`src/logic/eqpc_pkg.sv`:
```
package eqpc_pkg;

    // ========================================================================
    // Register map: printed offsets are register indices, byte address = 4x.
    // ========================================================================
    localparam int unsigned NUM_REGS = 7;
    localparam logic [7:0] IDX_P2_Q2 = 8'hB4;
    localparam logic [7:0] IDX_P2_Q1 = 8'hB5;
    localparam logic [7:0] IDX_P2_Q0 = 8'hB6;
    localparam logic [7:0] IDX_P3_Q3 = 8'hB7;
    localparam logic [7:0] IDX_P3_Q2 = 8'hB8;
    localparam logic [7:0] IDX_P3_Q1 = 8'hB9;
    localparam logic [7:0] IDX_P3_Q0 = 8'hBA;
    localparam logic [7:0] IDX_STATUS = 8'hC8;
    localparam logic [7:0] REG_IDX [NUM_REGS] = '{
        IDX_P2_Q2, IDX_P2_Q1, IDX_P2_Q0,
        IDX_P3_Q3, IDX_P3_Q2, IDX_P3_Q1, IDX_P3_Q0};

    // ========================================================================
    // Field layout and reset values.
    // ========================================================================
    localparam int unsigned SEL_BIT = 7;
    localparam logic SEL_RESET = 1'b1;
    localparam logic [6:0] RSVD_Q3 = 7'h08;
    localparam logic [6:0] RSVD_Q2 = 7'h04;
    localparam logic [6:0] RSVD_Q1 = 7'h02;
    localparam logic [6:0] RSVD_Q0 = 7'h01;
    localparam logic [6:0] RSVD_INIT [NUM_REGS] = '{
        RSVD_Q2, RSVD_Q1, RSVD_Q0,
        RSVD_Q3, RSVD_Q2, RSVD_Q1, RSVD_Q0};
    localparam logic [6:0] WEIGHT_PAIR_HI = 7'h02;
    localparam logic [6:0] WEIGHT_PAIR_LO = 7'h01;

    // Status register fields.
    localparam int unsigned ST_P2_WEIGHTED = 0;
    localparam int unsigned ST_P3_WEIGHTED = 1;

    // ========================================================================
    // AHB-Lite encodings.
    // ========================================================================
    localparam logic [3:0] SLOT_STATUS = 4'h7;
    localparam logic [3:0] SLOT_NONE = 4'hF;
    localparam logic HRESP_OKAY = 1'b0;

endpackage

```
`src/logic/eqpc_sched_if.sv`:
```
`timescale 1ns/1ps
`default_nettype none

interface eqpc_sched_if;
    logic weighted;
    logic two_queue;
    logic slot;
    logic [3:0] pending;
    logic [3:0][6:0] weight;
    logic [3:0] grant;
    logic grant_valid;

    modport ctl (
        output weighted,
        output two_queue,
        output slot,
        output pending,
        output weight,
        input grant,
        input grant_valid
    );

    modport sch (
        input weighted,
        input two_queue,
        input slot,
        input pending,
        input weight,
        output grant,
        output grant_valid
    );
endinterface

`default_nettype wire

```
`src/logic/eqpc_top.sv`:
```
// Implementation choice: the AHB-Lite slave port.
`timescale 1ns/1ps
`default_nettype none

module eqpc_top (
    // Clock and reset.
    input wire logic hclk,
    input wire logic hresetn,
    // AHB-Lite slave.
    input wire logic hsel,
    input wire logic [31:0] haddr,
    input wire logic [1:0] htrans,
    input wire logic hwrite,
    input wire logic [2:0] hsize,
    input wire logic [31:0] hwdata,
    input wire logic hready,
    output logic hreadyout,
    output logic hresp,
    output logic [31:0] hrdata,
    // Settings held outside this block.
    input wire logic global_prio_ctrl,
    input wire logic port2_queue3_sel,
    input wire logic port2_two_queue,
    input wire logic port3_two_queue,
    // Port 2 egress queues.
    input wire logic [3:0] port2_pending,
    input wire logic port2_slot,
    output logic [3:0] port2_grant,
    output logic port2_grant_valid,
    output logic port2_weighted,
    // Port 3 egress queues.
    input wire logic [3:0] port3_pending,
    input wire logic port3_slot,
    output logic [3:0] port3_grant,
    output logic port3_grant_valid,
    output logic port3_weighted
);
    // ========================================================================
    // Address decode.
    // ========================================================================
    function automatic logic [3:0] reg_slot(input logic [31:0] addr);
        logic [3:0] slot;
        slot = eqpc_pkg::SLOT_NONE;
        for (int i = 0; i < eqpc_pkg::NUM_REGS; i++)
        begin
            if (addr == {22'h000000, eqpc_pkg::REG_IDX[i], 2'h0})
            begin
                slot = 4'(i);
            end
        end
        if (addr == {22'h000000, eqpc_pkg::IDX_STATUS, 2'h0})
        begin
            slot = eqpc_pkg::SLOT_STATUS;
        end
        return slot;
    endfunction

    // ========================================================================
    // Bus state.
    // ========================================================================
    logic wr_pend;
    logic next_wr_pend;
    logic [3:0] wr_slot;
    logic [3:0] next_wr_slot;
    logic [31:0] next_hrdata;
    logic [7:0] reg_val [eqpc_pkg::NUM_REGS];
    logic [eqpc_pkg::NUM_REGS-1:0] wr_en;
    logic accept;
    logic next_p2_weighted;
    logic next_p3_weighted;

    assign accept = hsel && hready && htrans[1];

    // Writes land at the end of the data phase; a read in that same cycle
    // sees the new select bit through forwarding.
    always_comb
    begin
        logic [3:0] rslot;
        logic [7:0] val;
        rslot = reg_slot(haddr);
        val = 8'h00;
        next_wr_pend = accept && hwrite;
        next_wr_slot = accept ? rslot : eqpc_pkg::SLOT_NONE;
        next_hrdata = hrdata;
        if (accept && !hwrite)
        begin
            if (rslot == eqpc_pkg::SLOT_STATUS)
            begin
                val[eqpc_pkg::ST_P2_WEIGHTED] = port2_weighted;
                val[eqpc_pkg::ST_P3_WEIGHTED] = port3_weighted;
            end
            else if (rslot != eqpc_pkg::SLOT_NONE)
            begin
                val = reg_val[rslot[2:0]];
                if (wr_pend && (wr_slot == rslot))
                begin
                    val[eqpc_pkg::SEL_BIT] = hwdata[eqpc_pkg::SEL_BIT];
                end
            end
            next_hrdata = {24'h000000, val};
        end
    end

    always_ff @(posedge hclk or negedge hresetn)
    begin
        if (!hresetn)
        begin
            wr_pend <= 1'b0;
            wr_slot <= eqpc_pkg::SLOT_NONE;
            hrdata <= 32'h00000000;
            hreadyout <= 1'b1;
            hresp <= eqpc_pkg::HRESP_OKAY;
        end
        else
        begin
            wr_pend <= next_wr_pend;
            wr_slot <= next_wr_slot;
            hrdata <= next_hrdata;
            hreadyout <= 1'b1;
            hresp <= eqpc_pkg::HRESP_OKAY;
        end
    end

    // ========================================================================
    // Queue-share registers.
    // ========================================================================
    generate
        for (genvar g = 0; g < eqpc_pkg::NUM_REGS; g++)
        begin : gen_reg
            assign wr_en[g] = wr_pend && (wr_slot == 4'(g));
            eqpc_share_reg #(
                .RSVD(eqpc_pkg::RSVD_INIT[g])
            ) u_reg (
                .clk(hclk),
                .rstn(hresetn),
                .wr_en(wr_en[g]),
                .wr_sel(hwdata[eqpc_pkg::SEL_BIT]),
                .value(reg_val[g])
            );
        end
    endgenerate

    // ========================================================================
    // Mode selection per port.
    // ========================================================================
    always_comb
    begin
        logic [3:0] p2_sel;
        logic [3:0] p3_sel;
        p2_sel = {port2_queue3_sel, reg_val[0][eqpc_pkg::SEL_BIT],
                  reg_val[1][eqpc_pkg::SEL_BIT],
                  reg_val[2][eqpc_pkg::SEL_BIT]};
        p3_sel = {reg_val[3][eqpc_pkg::SEL_BIT],
                  reg_val[4][eqpc_pkg::SEL_BIT],
                  reg_val[5][eqpc_pkg::SEL_BIT],
                  reg_val[6][eqpc_pkg::SEL_BIT]};
        next_p2_weighted = !((p2_sel == 4'h0) && !global_prio_ctrl);
        next_p3_weighted = !((p3_sel == 4'h0) && !global_prio_ctrl);
    end

    always_ff @(posedge hclk or negedge hresetn)
    begin
        if (!hresetn)
        begin
            port2_weighted <= eqpc_pkg::SEL_RESET;
            port3_weighted <= eqpc_pkg::SEL_RESET;
        end
        else
        begin
            port2_weighted <= next_p2_weighted;
            port3_weighted <= next_p3_weighted;
        end
    end

    // ========================================================================
    // Schedulers.
    // ========================================================================
    eqpc_sched_if p2_if ();
    eqpc_sched_if p3_if ();

    assign p2_if.weighted = port2_weighted;
    assign p2_if.two_queue = port2_two_queue;
    assign p2_if.slot = port2_slot;
    assign p2_if.pending = port2_pending;
    assign p2_if.weight = {eqpc_pkg::RSVD_Q3, reg_val[0][6:0],
                           reg_val[1][6:0], reg_val[2][6:0]};

    assign p3_if.weighted = port3_weighted;
    assign p3_if.two_queue = port3_two_queue;
    assign p3_if.slot = port3_slot;
    assign p3_if.pending = port3_pending;
    assign p3_if.weight = {reg_val[3][6:0], reg_val[4][6:0],
                           reg_val[5][6:0], reg_val[6][6:0]};

    eqpc_sched u_p2_sched (
        .clk(hclk),
        .rstn(hresetn),
        .sif(p2_if)
    );

    eqpc_sched u_p3_sched (
        .clk(hclk),
        .rstn(hresetn),
        .sif(p3_if)
    );

    assign port2_grant = p2_if.grant;
    assign port2_grant_valid = p2_if.grant_valid;
    assign port3_grant = p3_if.grant;
    assign port3_grant_valid = p3_if.grant_valid;
endmodule

`default_nettype wire

```
`src/logic/eqpc_share_reg.sv`:
```
`timescale 1ns/1ps
`default_nettype none

module eqpc_share_reg #(
    parameter logic [6:0] RSVD = 7'h00
) (
    // Clock and reset.
    input wire logic clk,
    input wire logic rstn,
    // Write side.
    input wire logic wr_en,
    input wire logic wr_sel,
    // Register contents.
    output logic [7:0] value
);
    logic sel;
    logic next_sel;

    always_comb
    begin
        next_sel = sel;
        if (wr_en)
        begin
            next_sel = wr_sel;
        end
    end

    always_ff @(posedge clk or negedge rstn)
    begin
        if (!rstn)
        begin
            sel <= eqpc_pkg::SEL_RESET;
        end
        else
        begin
            sel <= next_sel;
        end
    end

    // The low field is a constant and ignores every write.
    assign value = {sel, RSVD};
endmodule

`default_nettype wire

```
`src/logic/eqpc_sched.sv`:
```
`timescale 1ns/1ps
`default_nettype none

module eqpc_sched (
    // Clock and reset.
    input wire logic clk,
    input wire logic rstn,
    // Scheduling request and grant.
    eqpc_sched_if.sch sif
);
    logic [3:0][6:0] credit;
    logic [3:0][6:0] next_credit;
    logic [3:0] grant;
    logic [3:0] next_grant;
    logic grant_valid;
    logic next_grant_valid;

    function automatic logic [3:0] pick_high(input logic [3:0] req);
        logic [3:0] one;
        one = 4'h0;
        if (req[3])
            one = 4'h8;
        else if (req[2])
            one = 4'h4;
        else if (req[1])
            one = 4'h2;
        else if (req[0])
            one = 4'h1;
        return one;
    endfunction

    always_comb
    begin
        logic [3:0] req;
        logic [3:0] elig;
        logic [3:0] pick;
        logic [3:0][6:0] load;
        req = sif.pending & (sif.two_queue ? 4'h3 : 4'hF);
        elig = 4'h0;
        pick = 4'h0;
        load = sif.weight;
        if (sif.two_queue)
        begin
            load = {7'h00, 7'h00, eqpc_pkg::WEIGHT_PAIR_HI,
                    eqpc_pkg::WEIGHT_PAIR_LO};
        end
        next_credit = credit;
        next_grant = grant;
        next_grant_valid = 1'b0;
        if (sif.slot && (req != 4'h0))
        begin
            if (!sif.weighted)
            begin
                pick = pick_high(req);
            end
            else
            begin
                for (int i = 0; i < 4; i++)
                begin
                    elig[i] = req[i] && (credit[i] != 7'h00);
                end
                // A spent round reloads every queue, keeping the ratio.
                if (elig == 4'h0)
                begin
                    next_credit = load;
                    elig = req;
                end
                pick = pick_high(elig);
                for (int i = 0; i < 4; i++)
                begin
                    if (pick[i] && (next_credit[i] != 7'h00))
                    begin
                        next_credit[i] = next_credit[i] - 7'h01;
                    end
                end
            end
            next_grant = pick;
            next_grant_valid = 1'b1;
        end
    end

    always_ff @(posedge clk or negedge rstn)
    begin
        if (!rstn)
        begin
            credit <= '0;
            grant <= 4'h0;
            grant_valid <= 1'b0;
        end
        else
        begin
            credit <= next_credit;
            grant <= next_grant;
            grant_valid <= next_grant_valid;
        end
    end

    assign sif.grant = grant;
    assign sif.grant_valid = grant_valid;
endmodule

`default_nettype wire

```
`config.mk`:
```
export PLATFORM = sky130hd
export DESIGN_NAME = eqpc_top
export DESIGN_NICKNAME = d
export VERILOG_FILES = /design/src/logic/eqpc_pkg.sv /design/src/logic/eqpc_sched_if.sv /design/src/logic/eqpc_top.sv /design/src/logic/eqpc_share_reg.sv /design/src/logic/eqpc_sched.sv
export SDC_FILE = /design/constraint.sdc
export NUM_CORES = 1
export LEC_CHECK = 0
export ABC_AREA = 1
export BUFFER_PORTS_ARGS = -buffer_cell sky130_fd_sc_hd__buf_2
export CAP_MARGIN = 5
export CORE_MARGIN = 2
export CORE_UTILIZATION = 40
export DETAILED_ROUTE_END_ITERATION = 10
export GPL_ROUTABILITY_DRIVEN = 0
export PLACE_DENSITY_LB_ADDON = 0.08
export SLEW_MARGIN = 20
export SYNTH_ARGS = -nofsm -noshare
export SYNTH_HDL_FRONTEND = slang
export SYNTH_HIERARCHICAL = 1
export SYNTH_SLANG_ARGS = --single-unit
export TNS_END_PERCENT = 100
```
`constraint.sdc`:
```
create_clock -name hclk -period 5.65 [get_ports hclk]
set_input_delay 0.2825 -clock hclk [delete_from_list [all_inputs] [get_ports hclk]]
set_output_delay 0.2825 -clock hclk [all_outputs]
set_load 0.02 [all_outputs]
```
==> results.sh <==
export IMPL_status="finished, final reports clean"
export IMPL_synth_async_reset_ratio_pct=100
export IMPL_drc=0
export IMPL_grt_pass1_wl_mm=39.8
export IMPL_utilization_pct=42.6
export IMPL_post_cts_resized=0
export IMPL_fin_crit_ns=3.32
export IMPL_yosysWarnings=6
export IMPL_yosysMostFrequentCell="nand2_1"
export IMPL_dp_final_hpwl_mm=17.4
export IMPL_path_max_fanout=43
export IMPL_yosysSeqAreaShare_pct=24.2
export IMPL_design_die_area_mm2=0.0242
export IMPL_die_w_um=155
export IMPL_synth_edf_count=0
export IMPL_power_leakage_nw=5.65
export IMPL_nets=1703
export IMPL_syn_avg_cell_area_um2=5.82
export IMPL_ys_types=40
export IMPL_required_ns=5.90
export IMPL_dr_pass1_iters=5
export IMPL_placement_io_buffers=72
export IMPL_cts_setup_buffers=0
export IMPL_finalCritPeriodShare_pct=58.8
export IMPL_setup_viol=0
export IMPL_drv_cap=0
export IMPL_antenna_found_initial=0
export IMPL_critPathKind="reg2reg"
export IMPL_dr_first_iter_drc_count=503
export IMPL_cts_buffers=9
export IMPL_skew_ns=0.00753
export IMPL_clk_pin_slew_worst_paths_ns=0.07
export IMPL_cp_arrival_ns=3.57
export IMPL_max_freq_ghz=0.301
export IMPL_insertion_delay_ns=0.36
export IMPL_synth_top_area_share_pct=29.0
export IMPL_grt_overflow=0
export IMPL_syn_area_mm2=0.00918
export IMPL_wl_mm=23.5
export IMPL_busiest_layer="met2"
export IMPL_num_rows=55
export IMPL_grtUsageMet1_pct=28.0
export IMPL_vias_per_cell=4.65
export IMPL_cts_tree="done"
export IMPL_seqCellArea_mm2=0.00222
export IMPL_die_height_um=155
export IMPL_layout_drive_gt1_share_pct=13.1
export IMPL_power_density_mw_per_mm2=399
export IMPL_setup_tns_ns=0
export IMPL_grt_pass1_vias=8084
export IMPL_end_kind="register"
export IMPL_ys_ff_latch=88
export IMPL_cts_sinks=88
export IMPL_n_fill_cell=2573
export IMPL_ant_nets=0
export IMPL_coreArea_mm2=0.0226
export IMPL_grt_setup_unrepaired="no"
export IMPL_min_path_type="in2reg"
export IMPL_wl_per_cell_um=12.4
export IMPL_synth_ff_type="dfrtp_1"
export IMPL_finalHoldViolCount=0
export IMPL_clockBufferDepth=2
export IMPL_n_antenna_cell=0
export IMPL_num_vias=8830
export IMPL_worst_pin_slew_ns=0.763
export IMPL_grtUsageMet2_pct=33.8
export IMPL_synth_top_cell_by_area="nand2_1"
export IMPL_synthTopCellsByArea="nand2_1 (29%), dfrtp_1 (20%), inv_1 (7.1%)"
export IMPL_htreeDepth=3
export IMPL_start_util_pct=40.7
export IMPL_peakVddDrop_mv=0.179
export IMPL_grt_usage_pct=20.2
export IMPL_multi_input_area_mm2=0.00559
export IMPL_synth_common_cells="nand2_1 (709), inv_1 (173), nand3_1 (116), nor2_1 (110), buf_4 (85)"
export IMPL_ios=134
export IMPL_drv_slew=0
export IMPL_timing_critical_path_from_type="register"
export IMPL_synthCells=1576
export IMPL_place_area_mm2=0.00929
export IMPL_grtUsageMet3_pct=1.98
export IMPL_cts_root_buf="clkbuf_16"
export IMPL_area_growth_pct=4.76
export IMPL_relSlewSlack_pct=49.0
export IMPL_grt_start_max_net_pins=47
export IMPL_hold_buffers=1
export IMPL_finish_instance_area_mm2=0.00961
cell type report:
| type | instances | share of cell area (%) |
|---|---|---|
| inverter | 189 | 7.38 |
| multi-input combinational | 1240 | 58.2 |
| clock inverter | 4 | 0.521 |
| clock buffer | 12 | 2.79 |
| timing repair buffer | 79 | 4.35 |
| tap | 285 | 3.71 |
| sequential | 88 | 23.1 |
routing by layer:
metal / wire length [um] / up-vias
li1: - / 4728
met1: 11800 / 3951
met2: 10700 / 136
met3: 723 / 15
met4: 273 / 0
met5: 0 / -
final timing paths:
check                           slack [ns]                       to  depth (start not counted)            startpoint
worst max-delay path                  2.33    u_p2_sched/credit[13]                         16  u_p2_sched/credit[3]
worst min-delay path                  0.13           port2_weighted                          3      port2_queue3_sel
worst max register to register        2.33    u_p2_sched/credit[13]                         16  u_p2_sched/credit[3]
worst min register to register        0.47     gen_reg[1].u_reg/sel                          2  gen_reg[1].u_reg/sel
max in group asynchronous             4.09                hrdata[3]                          3               hresetn
min in group asynchronous             0.47  u_p2_sched/sif.grant[1]                          2               hresetn
registers in the layout, summed over array words and instances, names as in the netlist:
register                    cells
u_p2_sched/credit              28
u_p2_sched/sif.grant            4
wr_slot                         4
port3_weighted                  1
hrdata                          8
port2_weighted                  1
gen.u_reg/sel                   7
wr_pend                         1
u_p3_sched/sif.grant_valid      1
u_p3_sched/sif.grant            4
u_p2_sched/sif.grant_valid      1
u_p3_sched/credit              28
power by group:
part / total [mW] / leakage, nW / internal (mW) / switching [mW]
Combinational: 2.19 / 4.40 / 0.733 / 1.45
Sequential: 0.980 / 1.10 / 0.824 / 0.156
Clock: 0.666 / 0.150 / 0.382 / 0.284
Total: 3.83 / 5.65 / 1.94 / 1.89
cells by family (layout without fill, tap and decap cells):
group / after synthesis / in the layout / share of synthesized area, %
compound gates: 72 / 72 / 4.59
flops: 88 / 88 / 24.2
simple gates: 1076 / 1076 / 51.7
buf+inv: 314 / 284 / 17.6
xor+xnor: 2 / 2 / 0.191
fa+ha+maj: 8 / 8 / 1.09
other cells: 16 / 82 / 0.654
layout by cell type (no fill, tap or decap), types with 3 or more instances in the layout:
cell       synthesis  routed
conb_1            16      82
nor2_1           110     108
a21oi_1           12      12
nor2_2            29      31
nand3_2           10      10
buf_2             18      71
o21ai_0           25      25
nor2_4             8       8
nand2_2           18      18
or2_2              7       7
dfstp_2           13      13
inv_1            173     173
o21ai_2            4       4
clkbuf_16          0      10
nand3b_1          31      31
or2_1              3       3
a31oi_1            4       4
inv_2             15      15
buf_4             85       7
ha_1               8       8
o21ai_1           11      11
nand4_1           18      18
nor3_1             4       4
nand2_4            4       4
nand2_1          709     709
o211ai_1          11      11
dfrtp_1           75      75
nand3_1          116     116
through the flow:
step | setup slack, ns | total power, mW | instances | hold slack (ns)
finish | 2.33 | 3.83 | 1897 | 0.128
global route | 1.90 | 4.29 | 1897 | 0.127
CTS | 2.28 | 3.86 | 1897 | 0.116
detailed placement | 2.29 | 3.17 | 1880 | 0.346
global placement | 2.29 | 3.15 | 1880 | 0.344
floorplan | 3.46 | 2.82 | 1642 | -0.0131
worst max-delay path, cell delays in order, from the launching register on:
cell	delay [ns]
dfrtp_1	0.41
nor2_1	0.10
nand2_1	0.08
nor2_1	0.16
nor2_1	0.10
nor2_4	0.59
nand2_4	0.44
a21oi_1	0.55
nor2_1	0.20
nand2_1	0.11
inv_2	0.06
nand2_4	0.11
inv_2	0.08
nand2_1	0.07
nand2_1	0.05
nand2_1	0.05
nand2_1	0.05
Note: power is estimated with default switching activity, not from simulation.
